$ cat config.mk
export PLATFORM = sky130hd
export DESIGN_NAME = boot_clock_setup_loader
export DESIGN_NICKNAME = d
export VERILOG_FILES = /design/src/inc/boot_loader_pkg.sv /design/src/logic/boot_clock_setup_loader.sv
export SDC_FILE = /design/constraint.sdc
export NUM_CORES = 1
export LEC_CHECK = 0
export BUFFER_PORTS_ARGS = -buffer_cell sky130_fd_sc_hd__buf_4
export CAP_MARGIN = 10
export CORE_ASPECT_RATIO = 0.5
export CORE_MARGIN = 4
export CORE_UTILIZATION = 56
export CTS_CLUSTER_SIZE = 25
export DETAILED_ROUTE_END_ITERATION = 7
export GPL_TIMING_DRIVEN = 0
export PLACE_DENSITY = 0.85
export SETUP_SLACK_MARGIN = 0.2
export SLEW_MARGIN = 10
export SYNTH_ARGS = -nofsm -noshare
export SYNTH_HDL_FRONTEND = slang
export SYNTH_SLANG_ARGS = --single-unit
$ cat constraint.sdc
create_clock -name clock -period 2.7 [get_ports clock]
set_input_delay 0.405 -clock clock [delete_from_list [all_inputs] [get_ports clock]]
set_output_delay 0.405 -clock clock [all_outputs]
set_load 0.02 [all_outputs]
$ cat src/inc/boot_loader_pkg.sv
// Constants and types shared by the boot clock setup loader.
package boot_loader_pkg;

    // ****************************************
    // Timing
    // ****************************************
    localparam int unsigned CLOCK_MHZ         = 125;
    localparam int unsigned RESET_HOLD_CLOCKS = 750000;
    localparam int unsigned HOLD_CNT_W        = 20;

    // ****************************************
    // Reset PLL settings per frequency strap pair
    // ****************************************
    localparam logic [2:0]  PLL_OD_00  = 3'h1;
    localparam logic [11:0] PLL_MUL_00 = 12'h07A;
    localparam logic [2:0]  PLL_OD_11  = 3'h2;
    localparam logic [11:0] PLL_MUL_11 = 12'h077;
    localparam logic [2:0]  PLL_OD_10  = 3'h2;
    localparam logic [11:0] PLL_MUL_10 = 12'h031;
    localparam logic [2:0]  PLL_OD_01  = 3'h2;
    localparam logic [11:0] PLL_MUL_01 = 12'h017;
    localparam logic [5:0]  PLL_IDIV_RESET = 6'h00;

    // ****************************************
    // Boot image
    // ****************************************
    localparam logic [31:0] CRC_BYPASS_WORD = 32'h0D15AB1E;
    localparam logic [31:0] CRC_POLY        = 32'hEDB88320;
    localparam logic [31:0] CRC_PRESET      = 32'hFFFFFFFF;
    localparam int unsigned SECURE_BOOT_BIT = 5;
    localparam int unsigned GPIO_W          = 32;
    localparam int unsigned RAM_ADDR_W      = 16;

    // ****************************************
    // Boot source encoding and loader states
    // ****************************************
    typedef enum logic [1:0] {
        SRC_FLASH = 2'h0,
        SRC_LINK  = 2'h1,
        SRC_OTP   = 2'h2,
        SRC_NONE  = 2'h3
    } boot_src_t;

    typedef enum logic [2:0] {
        ST_HOLD,
        ST_SIZE,
        ST_PROG,
        ST_CHECK,
        ST_VERIFY,
        ST_RUN,
        ST_FAIL
    } load_state_t;

endpackage

$ cat src/logic/boot_clock_setup_loader.sv
// Start-up sequencer: reset hold, PLL strap setup, boot source choice and image loader.
`timescale 1ns/10ps
`default_nettype none
// Function
// - While reset is low, stay in reset with all general-purpose pins undriven.
// - After release, count 750,000 clocks, then enable pin pulls and start booting.
// - Frequency straps pick reset output divider and multiplier; input divider resets to zero.
// - Tile clock is oscillator times (mul+1)/2 over (idiv+1) over (odiv+1).
// - Software may overwrite the three PLL fields through a writable register.
// - Clock-source strap low picks external resonator, high picks internal oscillator.
// - Normally the two upper mode strap bits choose the boot source.
// - Security bit 5 forces boot from one-time-programmable memory.
// - Image is size word, then size times four bytes, then check word.
// - Check word 0x0D15AB1E skips CRC verification.
// - Size and check words arrive least significant byte first.
// - Program bytes fill RAM from address zero; execution starts at zero.
// - CRC covers the size word bytes and all program bytes only.
// - Reflected CRC 0xEDB88320, preset all ones, result inverted.
// - Serial flash bytes arrive least significant bit first.
// - Flash boot issues a read at 24-bit address zero, mode 0.
module boot_clock_setup_loader
    import boot_loader_pkg::*;
#(
    parameter int unsigned HOLD_CLOCKS = RESET_HOLD_CLOCKS,
    parameter logic [1:0]  SRC_CODE_00 = 2'h0,
    parameter logic [1:0]  SRC_CODE_01 = 2'h1,
    parameter logic [1:0]  SRC_CODE_10 = 2'h3,
    parameter logic [1:0]  SRC_CODE_11 = 2'h3
) (
    // Clock and reset
    input  wire logic                  clock,
    input  wire logic                  rstn,
    // Straps from pins
    input  wire logic                  clock_source_strap,
    input  wire logic                  freq_strap_0,
    input  wire logic                  freq_strap_1,
    input  wire logic [1:0]            boot_mode_strap,
    input  wire logic [31:0]           security_word,
    // Software PLL write
    input  wire logic                  pll_cfg_write,
    input  wire logic [2:0]            pll_cfg_output_divider,
    input  wire logic [11:0]           pll_cfg_multiplier,
    input  wire logic [5:0]            pll_cfg_input_divider,
    // Image byte stream from the boot source
    input  wire logic                  image_valid,
    input  wire logic [7:0]            image_byte,
    // Clock selection and PLL settings
    output logic                       use_internal_osc,
    output logic [2:0]                 pll_output_divider,
    output logic [11:0]                pll_multiplier,
    output logic [5:0]                 pll_input_divider,
    // Pins and boot source
    output logic [GPIO_W-1:0]          gpio_pull_en,
    output logic [GPIO_W-1:0]          gpio_oe,
    output logic [1:0]                 boot_source,
    output logic                       flash_read_req,
    output logic [23:0]                flash_read_addr,
    output logic                       image_ready,
    // RAM write port
    output logic                       ram_we,
    output logic [RAM_ADDR_W-1:0]      ram_addr,
    output logic [7:0]                 ram_wdata,
    // Status
    output logic                       run_start,
    output logic [RAM_ADDR_W-1:0]      run_pc,
    output logic                       boot_fail,
    output logic                       boot_done
);

    // ****************************************
    // Helpers
    // ****************************************
    function automatic logic [31:0] crc_byte(input logic [31:0] c, input logic [7:0] d);
        logic [31:0] x;
        x = c ^ {24'h000000, d};
        for (int i = 0; i < 8; i++) begin
            x = x[0] ? ((x >> 1) ^ CRC_POLY) : (x >> 1);
        end
        return x;
    endfunction

    function automatic logic [1:0] src_decode(input logic [1:0] m);
        unique case (m)
            2'h0: return SRC_CODE_00;
            2'h1: return SRC_CODE_01;
            2'h2: return SRC_CODE_10;
            2'h3: return SRC_CODE_11;
        endcase
    endfunction

    // ****************************************
    // Pin synchronisers
    // ****************************************
    logic [5:0] sync1_r;
    logic [5:0] sync2_r;
    logic [5:0] sync_nxt;

    always_comb begin
        sync_nxt = {clock_source_strap, freq_strap_1, freq_strap_0, boot_mode_strap,
                    security_word[SECURE_BOOT_BIT]};
    end

    always_ff @(posedge clock or negedge rstn) begin
        if (!rstn) begin
            sync1_r <= 6'h00;
            sync2_r <= 6'h00;
        end else begin
            sync1_r <= sync_nxt;
            sync2_r <= sync1_r;
        end
    end

    logic       s_clk_src;
    logic [1:0] s_freq;
    logic [1:0] s_mode;
    logic       s_secure;
    assign s_clk_src = sync2_r[5];
    assign s_freq    = sync2_r[4:3];
    assign s_mode    = sync2_r[2:1];
    assign s_secure  = sync2_r[0];

    // ****************************************
    // Loader state
    // ****************************************
    load_state_t             state_r,    state_nxt;
    logic [HOLD_CNT_W-1:0]   hold_r,     hold_nxt;
    logic                    osc_r,      osc_nxt;
    logic [2:0]              odiv_r,     odiv_nxt;
    logic [11:0]             mul_r,      mul_nxt;
    logic [5:0]              idiv_r,     idiv_nxt;
    logic [GPIO_W-1:0]       pull_r,     pull_nxt;
    logic [1:0]              src_r,      src_nxt;
    logic                    fread_r,    fread_nxt;
    logic                    ready_r,    ready_nxt;
    logic [31:0]             word_r,     word_nxt;
    logic [1:0]              bcnt_r,     bcnt_nxt;
    logic [31:0]             size_r,     size_nxt;
    logic [31:0]             left_r,     left_nxt;
    logic [31:0]             crc_r,      crc_nxt;
    logic                    we_r,       we_nxt;
    logic [RAM_ADDR_W-1:0]   addr_r,     addr_nxt;
    logic [7:0]              wdata_r,    wdata_nxt;
    logic                    run_r,      run_nxt;
    logic                    fail_r,     fail_nxt;
    logic                    done_r,     done_nxt;
    logic [31:0]             shifted;

    always_comb begin
        state_nxt = state_r;
        hold_nxt  = hold_r;
        osc_nxt   = osc_r;
        odiv_nxt  = odiv_r;
        mul_nxt   = mul_r;
        idiv_nxt  = idiv_r;
        pull_nxt  = pull_r;
        src_nxt   = src_r;
        fread_nxt = 1'b0;
        ready_nxt = ready_r;
        word_nxt  = word_r;
        bcnt_nxt  = bcnt_r;
        size_nxt  = size_r;
        left_nxt  = left_r;
        crc_nxt   = crc_r;
        we_nxt    = 1'b0;
        addr_nxt  = addr_r;
        wdata_nxt = wdata_r;
        run_nxt   = 1'b0;
        fail_nxt  = fail_r;
        done_nxt  = done_r;
        // Bytes complete words low byte first.
        shifted   = {image_byte, word_r[31:8]};
        if (pll_cfg_write && state_r != ST_HOLD) begin
            odiv_nxt = pll_cfg_output_divider;
            mul_nxt  = pll_cfg_multiplier;
            idiv_nxt = pll_cfg_input_divider;
        end
        unique case (state_r)
            ST_HOLD: begin
                // Straps are sampled throughout the hold, so they settle before use.
                osc_nxt  = s_clk_src;
                idiv_nxt = PLL_IDIV_RESET;
                unique case (s_freq)
                    2'h0: begin odiv_nxt = PLL_OD_00; mul_nxt = PLL_MUL_00; end
                    2'h3: begin odiv_nxt = PLL_OD_11; mul_nxt = PLL_MUL_11; end
                    2'h2: begin odiv_nxt = PLL_OD_10; mul_nxt = PLL_MUL_10; end
                    2'h1: begin odiv_nxt = PLL_OD_01; mul_nxt = PLL_MUL_01; end
                endcase
                src_nxt = s_secure ? SRC_OTP : src_decode(s_mode);
                if (hold_r == HOLD_CNT_W'(HOLD_CLOCKS - 1)) begin
                    pull_nxt  = '1;
                    state_nxt = ST_SIZE;
                    ready_nxt = 1'b1;
                    crc_nxt   = CRC_PRESET;
                    bcnt_nxt  = 2'h0;
                    fread_nxt = (src_nxt == SRC_FLASH);
                end else begin
                    hold_nxt = hold_r + 1'b1;
                end
            end
            ST_SIZE: begin
                if (image_valid) begin
                    word_nxt = shifted;
                    bcnt_nxt = bcnt_r + 1'b1;
                    crc_nxt  = crc_byte(crc_r, image_byte);
                    if (bcnt_r == 2'h3) begin
                        size_nxt  = shifted;
                        left_nxt  = {shifted[29:0], 2'h0};
                        addr_nxt  = '0;
                        state_nxt = (shifted == 32'h00000000) ? ST_CHECK : ST_PROG;
                    end
                end
            end
            ST_PROG: begin
                if (image_valid) begin
                    we_nxt    = 1'b1;
                    wdata_nxt = image_byte;
                    if (size_r != 32'h00000000 && left_r != {size_r[29:0], 2'h0}) begin
                        addr_nxt = addr_r + 1'b1;
                    end
                    crc_nxt  = crc_byte(crc_r, image_byte);
                    left_nxt = left_r - 1'b1;
                    if (left_r == 32'h00000001) begin
                        state_nxt = ST_CHECK;
                        bcnt_nxt  = 2'h0;
                    end
                end
            end
            ST_CHECK: begin
                if (image_valid) begin
                    word_nxt = shifted;
                    bcnt_nxt = bcnt_r + 1'b1;
                    if (bcnt_r == 2'h3) begin
                        state_nxt = ST_VERIFY;
                        ready_nxt = 1'b0;
                    end
                end
            end
            ST_VERIFY: begin
                done_nxt = 1'b1;
                if (word_r == CRC_BYPASS_WORD || word_r == ~crc_r) begin
                    run_nxt   = 1'b1;
                    state_nxt = ST_RUN;
                end else begin
                    fail_nxt  = 1'b1;
                    state_nxt = ST_FAIL;
                end
            end
            ST_RUN: begin
            end
            ST_FAIL: begin
            end
        endcase
    end

    always_ff @(posedge clock or negedge rstn) begin
        if (!rstn) begin
            state_r <= ST_HOLD;
            hold_r  <= '0;
            osc_r   <= 1'b0;
            odiv_r  <= PLL_OD_00;
            mul_r   <= PLL_MUL_00;
            idiv_r  <= PLL_IDIV_RESET;
            pull_r  <= '0;
            src_r   <= SRC_NONE;
            fread_r <= 1'b0;
            ready_r <= 1'b0;
            word_r  <= 32'h00000000;
            bcnt_r  <= 2'h0;
            size_r  <= 32'h00000000;
            left_r  <= 32'h00000000;
            crc_r   <= CRC_PRESET;
            we_r    <= 1'b0;
            addr_r  <= '0;
            wdata_r <= 8'h00;
            run_r   <= 1'b0;
            fail_r  <= 1'b0;
            done_r  <= 1'b0;
        end else begin
            state_r <= state_nxt;
            hold_r  <= hold_nxt;
            osc_r   <= osc_nxt;
            odiv_r  <= odiv_nxt;
            mul_r   <= mul_nxt;
            idiv_r  <= idiv_nxt;
            pull_r  <= pull_nxt;
            src_r   <= src_nxt;
            fread_r <= fread_nxt;
            ready_r <= ready_nxt;
            word_r  <= word_nxt;
            bcnt_r  <= bcnt_nxt;
            size_r  <= size_nxt;
            left_r  <= left_nxt;
            crc_r   <= crc_nxt;
            we_r    <= we_nxt;
            addr_r  <= addr_nxt;
            wdata_r <= wdata_nxt;
            run_r   <= run_nxt;
            fail_r  <= fail_nxt;
            done_r  <= done_nxt;
        end
    end

    // ****************************************
    // Outputs
    // ****************************************
    // The PLL fields feed the analogue divider, which forms the tile clock from them.
    assign use_internal_osc   = osc_r;
    assign pll_output_divider = odiv_r;
    assign pll_multiplier     = mul_r;
    assign pll_input_divider  = idiv_r;
    assign gpio_pull_en       = pull_r;
    assign gpio_oe            = GPIO_W'(0);
    assign boot_source        = src_r;
    assign flash_read_req     = fread_r;
    assign flash_read_addr    = 24'h000000;
    assign image_ready        = ready_r;
    assign ram_we             = we_r;
    assign ram_addr           = addr_r;
    assign ram_wdata          = wdata_r;
    assign run_start          = run_r;
    assign run_pc             = '0;
    assign boot_fail          = fail_r;
    assign boot_done          = done_r;

endmodule
`default_nettype wire

Word level (Yosys, flattened, before mapping)
Cells that the tools add are included.

Bits in registers: 220. Bits of input ports: 70. Output and inout bits: 158. Logic and storage cells: 153.

Add/subtract/negate cells: 4. Equality and inequality tests: 26. Mux-type cells: 56. Bitwise gates (word level): 12. Reductions and logical operators: 32.

Operators with widths (number): 32-bit 2-to-1 mux (13); 32-bit case mux with 2 select lines (2); 13-bit inverter with 14-bit output (8); 16-bit 2-to-1 mux (4); 12-bit case mux with 4 select lines (1); 32-bit by 1-bit equality test with 1-bit output (second input constant) (1); 32-bit by 28-bit equality test with 1-bit output (second input constant) (1); 32-bit equality test (1); 32-bit logical NOT (1); 32-bit != test (1); 32-bit inverter (1); 16-bit case mux with 2 select lines (1); 32-bit nonzero test (1); 32-bit by 1-bit subtractor with 32-bit output (second input constant) (1); 32-bit by 8-bit bitwise XOR with 32-bit output (1); 3-bit 2-to-1 mux (9); 12-bit 2-to-1 mux (2); 20-bit by 1-bit adder with 20-bit output (second input constant) (1); 20-bit equality test (second input constant) (1); 16-bit by 1-bit adder with 16-bit output (second input constant) (1); 2-bit != test (second input constant) (8); 3-bit case mux with 5 select lines (1); 2-bit 2-to-1 mux (7); 6-bit 2-to-1 mux (2); other kinds (26) (60).

Longest topological paths before layout
Word-level depth: 19. Mapped depth: 8. Mapped depth without buffers: 8.

Worst setup path after synthesis
Ideal clock, no wire load.

Path type: flip-flop to flip-flop. From: register left_r[10]. To: register left_r[29]. Library setup time: 126 ps. Arrival time: 2157 ps. Data required time: 2574 ps. Setup slack: 417 ps. Cell stages (with the launch flop): 9. Buffers on the path: 2. Clock period less this slack: 2283 ps. Path through: dfrtp_1 buf_6 or4_4 buf_6 nand2b_4 or3_4 nor3b_2 o21ai_1 a221o_1.

Longest elaborated chain between the ends: 3.

Ends and longest elaborated chain: start: declaration (RTL line boot_clock_setup_loader.sv:138) `logic [31:0] left_r, left_nxt;`; start signal: assignment (RTL line boot_clock_setup_loader.sv:292) `left_r <= left_nxt;`; 32-bit by 1-bit subtractor with 32-bit output (RTL line boot_clock_setup_loader.sv:221) `left_nxt = left_r - 1'b1;`; 32-bit 2-to-1 mux (RTL line boot_clock_setup_loader.sv:214) `if (image_valid) begin`; 32-bit case mux with 2 select lines (RTL line boot_clock_setup_loader.sv:177) `unique case (state_r)`.

Every way passes these cells. The select of a mux whose other input is x is not followed. A chain may end at the register's enable or synchronous reset.

Worst setup path after layout
From: register left_r[12]. To: register left_r[23].

The elaborated chain is that of the path after synthesis.

==> flow_metrics.env <==
export IMPL_yosys_top_cells_area="dfrtp_1 38%, dfstp_2 8.9%, buf_4 6.5%, xnor2_1 6.4%, xor2_1 4.9%"
export IMPL_fill_cells=1537
export IMPL_synth_ff_type="dfrtp_1"
export IMPL_die_area_um2=23650
export IMPL_drt_met1_wl_um=12940
export IMPL_dr_total_vias=9879
export IMPL_portBuffers=123
export IMPL_synth_seq_cells=220
export IMPL_worstPathCellList="or4_4 -> buf_6 -> nand2b_4 -> or3_4 -> nor2_1 -> a22oi_1 -> o2bb2ai_1"
export IMPL_p_int_mw=5.194
export IMPL_clk_pin_slew_ns=0.06
export IMPL_seq_area_um2=5557
export IMPL_setup_viol=0
export IMPL_worst_path_stages=7
export IMPL_synth_edf_count=0
export IMPL_drt_initial_drc_count=1050
export IMPL_area_delta_synth_final_pct=21.21
export IMPL_r2r_cells=7
export IMPL_clock_root_buffer="clkbuf_16"
export IMPL_synth_most_common_cell="dfrtp_1"
export IMPL_multi_input_area_um2=5624
export IMPL_leakage_nw=7.106
export IMPL_yosys_cell_types_count=65
export IMPL_routed_wl_met3_um=3461
export IMPL_cp_slowest_stage_delay_ns=0.54
export IMPL_gp_congestion=0.9918
export IMPL_timing_slew_headroom_pct=40.62
export IMPL_dp_worst_setup_slack_ns=-0.2943
export IMPL_die_h_um=110.8
export IMPL_wl_per_cell_um=19.45
export IMPL_synth_simple_gate_area_share_pct=16.49
export IMPL_drive_gt1_share_pct=27.34
export IMPL_finalHoldViolCount=0
export IMPL_grt_pass1_vias=9696
export IMPL_grt_pass1_wl_um=52560
export IMPL_setup_ws_ns=0.2669
export IMPL_clock_sinks=220
export IMPL_avgSynthCellArea_um2=9.864
export IMPL_swShare_pct=24.29
export IMPL_timing_fmax_ghz=0.4110
export IMPL_worst_skew_pair_late_latency_ns=0.51
export IMPL_cp_arrival_ns=2.85
export IMPL_finalClockSkew_ns=0.02058
export IMPL_critical_path_class="reg -> reg"
export IMPL_cts_made_buffers=21
export IMPL_final_min_clock_period_ns=2.433
export IMPL_tightest_slew_ns=0.8907
export IMPL_crit_required_ns=3.12
export IMPL_antenna_found_initial=0
export IMPL_status="complete, no violations"
export IMPL_grt_use_total_pct=27.42
export IMPL_synth_top_area_share_pct=38.09
export IMPL_synthAdderAreaFrac_pct=1.164
export IMPL_crit_fanout=7
export IMPL_cts_max_level=1
export IMPL_avgViaCountPerCell=5.750
export IMPL_power_density_nw_per_um2=478.6
export IMPL_syn_inst=1199
export IMPL_setup_worst_path_start_class="register"
export IMPL_initial_utilization_pct=57.28
export IMPL_drc=0
export IMPL_rsz0062_at_grt="yes"
export IMPL_period_share_pct=90.11
export IMPL_drt_first_pass_iters=6
export IMPL_synth_xor_area_share_pct=11.74
export IMPL_highest_layer="met4"
export IMPL_n_antenna_cell=0
export IMPL_synth_commonest_cells="180 x dfrtp_1, 142 x nand2_1, 103 x buf_4"
export IMPL_total_power_mw=6.861
export IMPL_hold_class="in -> reg"
export IMPL_synth_area_mux_share_pct=5.681
export IMPL_cts_tree="done"
export IMPL_syn_area_um2=11830
export IMPL_core_area_um2=20650
export IMPL_synth_top_area_cell="dfrtp_1"
export IMPL_slew_viol_final=0
export IMPL_dp_hpwl_um=24210
export IMPL_synth_top_family_by_area="simple AND/OR/NAND/NOR gates"
export IMPL_p_switching_mw=1.667
export IMPL_ys_seq_area_share_pct=46.97
export IMPL_clkPwrFrac_pct=41.5
export IMPL_synth_compound_area_share_pct=9.003
export IMPL_critPathSlowestCell="or4_4"
export IMPL_cp_buffers_inverters=1
export IMPL_ir_drop_uv=437.1
export IMPL_cts_buffer_depth=3
export IMPL_min_path_cells=1
export IMPL_grt_ovfl_total=0
export IMPL_ioPinCount=228
export IMPL_power_frac_seq_pct=49.1
export IMPL_power_frac_comb_pct=9.4
export IMPL_routed_wl_um=33410
export IMPL_die_w_um=213.5
export IMPL_grt_max_degree=101
export IMPL_fin_nets=1513
export IMPL_rows=37
export IMPL_drtAntennaViolNets=0
export IMPL_maxCapViolations=0
export IMPL_yosysWarnings=0
export IMPL_critical_path_top_delay_family="simple AND/OR/NAND/NOR gates"
export IMPL_dr_wl_met2_um=15910
export IMPL_synthArstFlopShare_pct=100.0
export IMPL_endpoint_kind="register"
export IMPL_holdWs_ns=0.01471
flip-flops by register name, summed over array words and instances (netlist names), 2 cells and up:
name and count:
crc_r 32, left_r 32, size_r 32, word_r 32, hold_r 20, ram_addr 16, pll_multiplier 12, ram_wdata 8
pll_input_divider 6, sync1_r 6, sync2_r 6, pll_output_divider 3, state_r 3, bcnt_r 2, boot_source 2
metal layers:
metal	GRT usage, %	vias to the layer above
met2	45.80	562
li1	-	4446
met5	0	-
met3	4.919	106
met1	36.54	4765
met4	8.692	0
power groups by stage:
| stage | combinational, mW | sequential [mW] | clock [mW] |
|---|---|---|---|
| floorplan | 0.364 | 3.46 | 0 |
| global placement | 0.611 | 3.43 | 0 |
| detailed placement | 0.632 | 3.43 | 0 |
| CTS | 0.639 | 3.37 | 2.88 |
| global route | 0.702 | 3.37 | 3.04 |
| finish | 0.647 | 3.37 | 2.84 |
what timing repair did:
action	CTS	global route
setup buffers	2	9
resized for setup	8	40
setup endpoints to repair	78	81
pin swaps	2	6
hold endpoints to repair	33	2
hold buffers	1	2
placed cells by master (no fill, tap or decap), drive strengths merged, types with 3 or more instances in the layout:
| master | instances |
|---|---|
| mux2 | 41 |
| or3 | 13 |
| and3 | 5 |
| nor3b | 4 |
| nor2b | 4 |
| clkbuf | 70 |
| xnor2 | 90 |
| nor4b | 3 |
| nand2 | 142 |
| nor4 | 29 |
| o31ai | 5 |
| nand2b | 3 |
| a211oi | 6 |
| o22a | 3 |
| clkinv | 4 |
| a22oi | 9 |
| a21oi | 79 |
| a31oi | 4 |
| dfstp | 40 |
| or4 | 9 |
| nand3 | 23 |
| conb | 72 |
| ha | 11 |
| nand4 | 27 |
| dlygate4sd3 | 3 |
| dfrtp | 180 |
| buf | 251 |
| nor2 | 61 |
| o22ai | 5 |
| o21ai | 51 |
| inv | 17 |
| o2bb2ai | 4 |
| xor2 | 66 |
| or2 | 5 |
| nor3 | 53 |
| mux2i | 21 |
final timing paths:
check	from	endpoint	slack, ns
setup / recovery	left_r[12]	left_r[23]	0.27
hold / removal	boot_mode_strap[0]	sync1_r[1]	0.01
setup reg to reg	left_r[12]	left_r[23]	0.27
hold reg to reg	sync1_r[3]	sync2_r[3]	0.35
max in group asynchronous	rstn	crc_r[27]	1.12
min in group asynchronous	rstn	use_internal_osc	0.38
metrics by stage:
step | util [%] | instances | TNS, ns | area [um2]
3_5_place_dp | 65.00 | 1668 | -2.916 | 13420
5_1_grt | 69.43 | 1718 | 0 | 14340
4_1_cts | 68.45 | 1707 | 0 | 14130
6_report | 69.43 | 1718 | 0 | 14340
3_3_place_gp | 64.70 | 1666 | -46.42 | 13360
2_1_floorplan | - | 1270 | 0 | 12090
layout make-up:
type | instances | share of cell area, %
Multi-Input combinational cell | 878 | 39.23
Sequential cell | 220 | 38.76
Timing Repair Buffer | 139 | 7.663
Buffer | 156 | 7.070
Clock buffer | 29 | 4.015
Tap cell | 273 | 2.383
Clock inverter | 7 | 0.4539
Inverter | 16 | 0.4190
cell families (layout without fill, tap and decap cells):
family	after synthesis	count (layout)
AOI/OAI and AO/OA	183	183
xor gates and xnor gates	156	156
adders and majority gates	11	11
buffers and inverters	172	347
DFF	220	220
muxes	62	62
other	1	72
and+or+nand+nor	394	394
No activity file was read; power rests on OpenSTA's default activity.
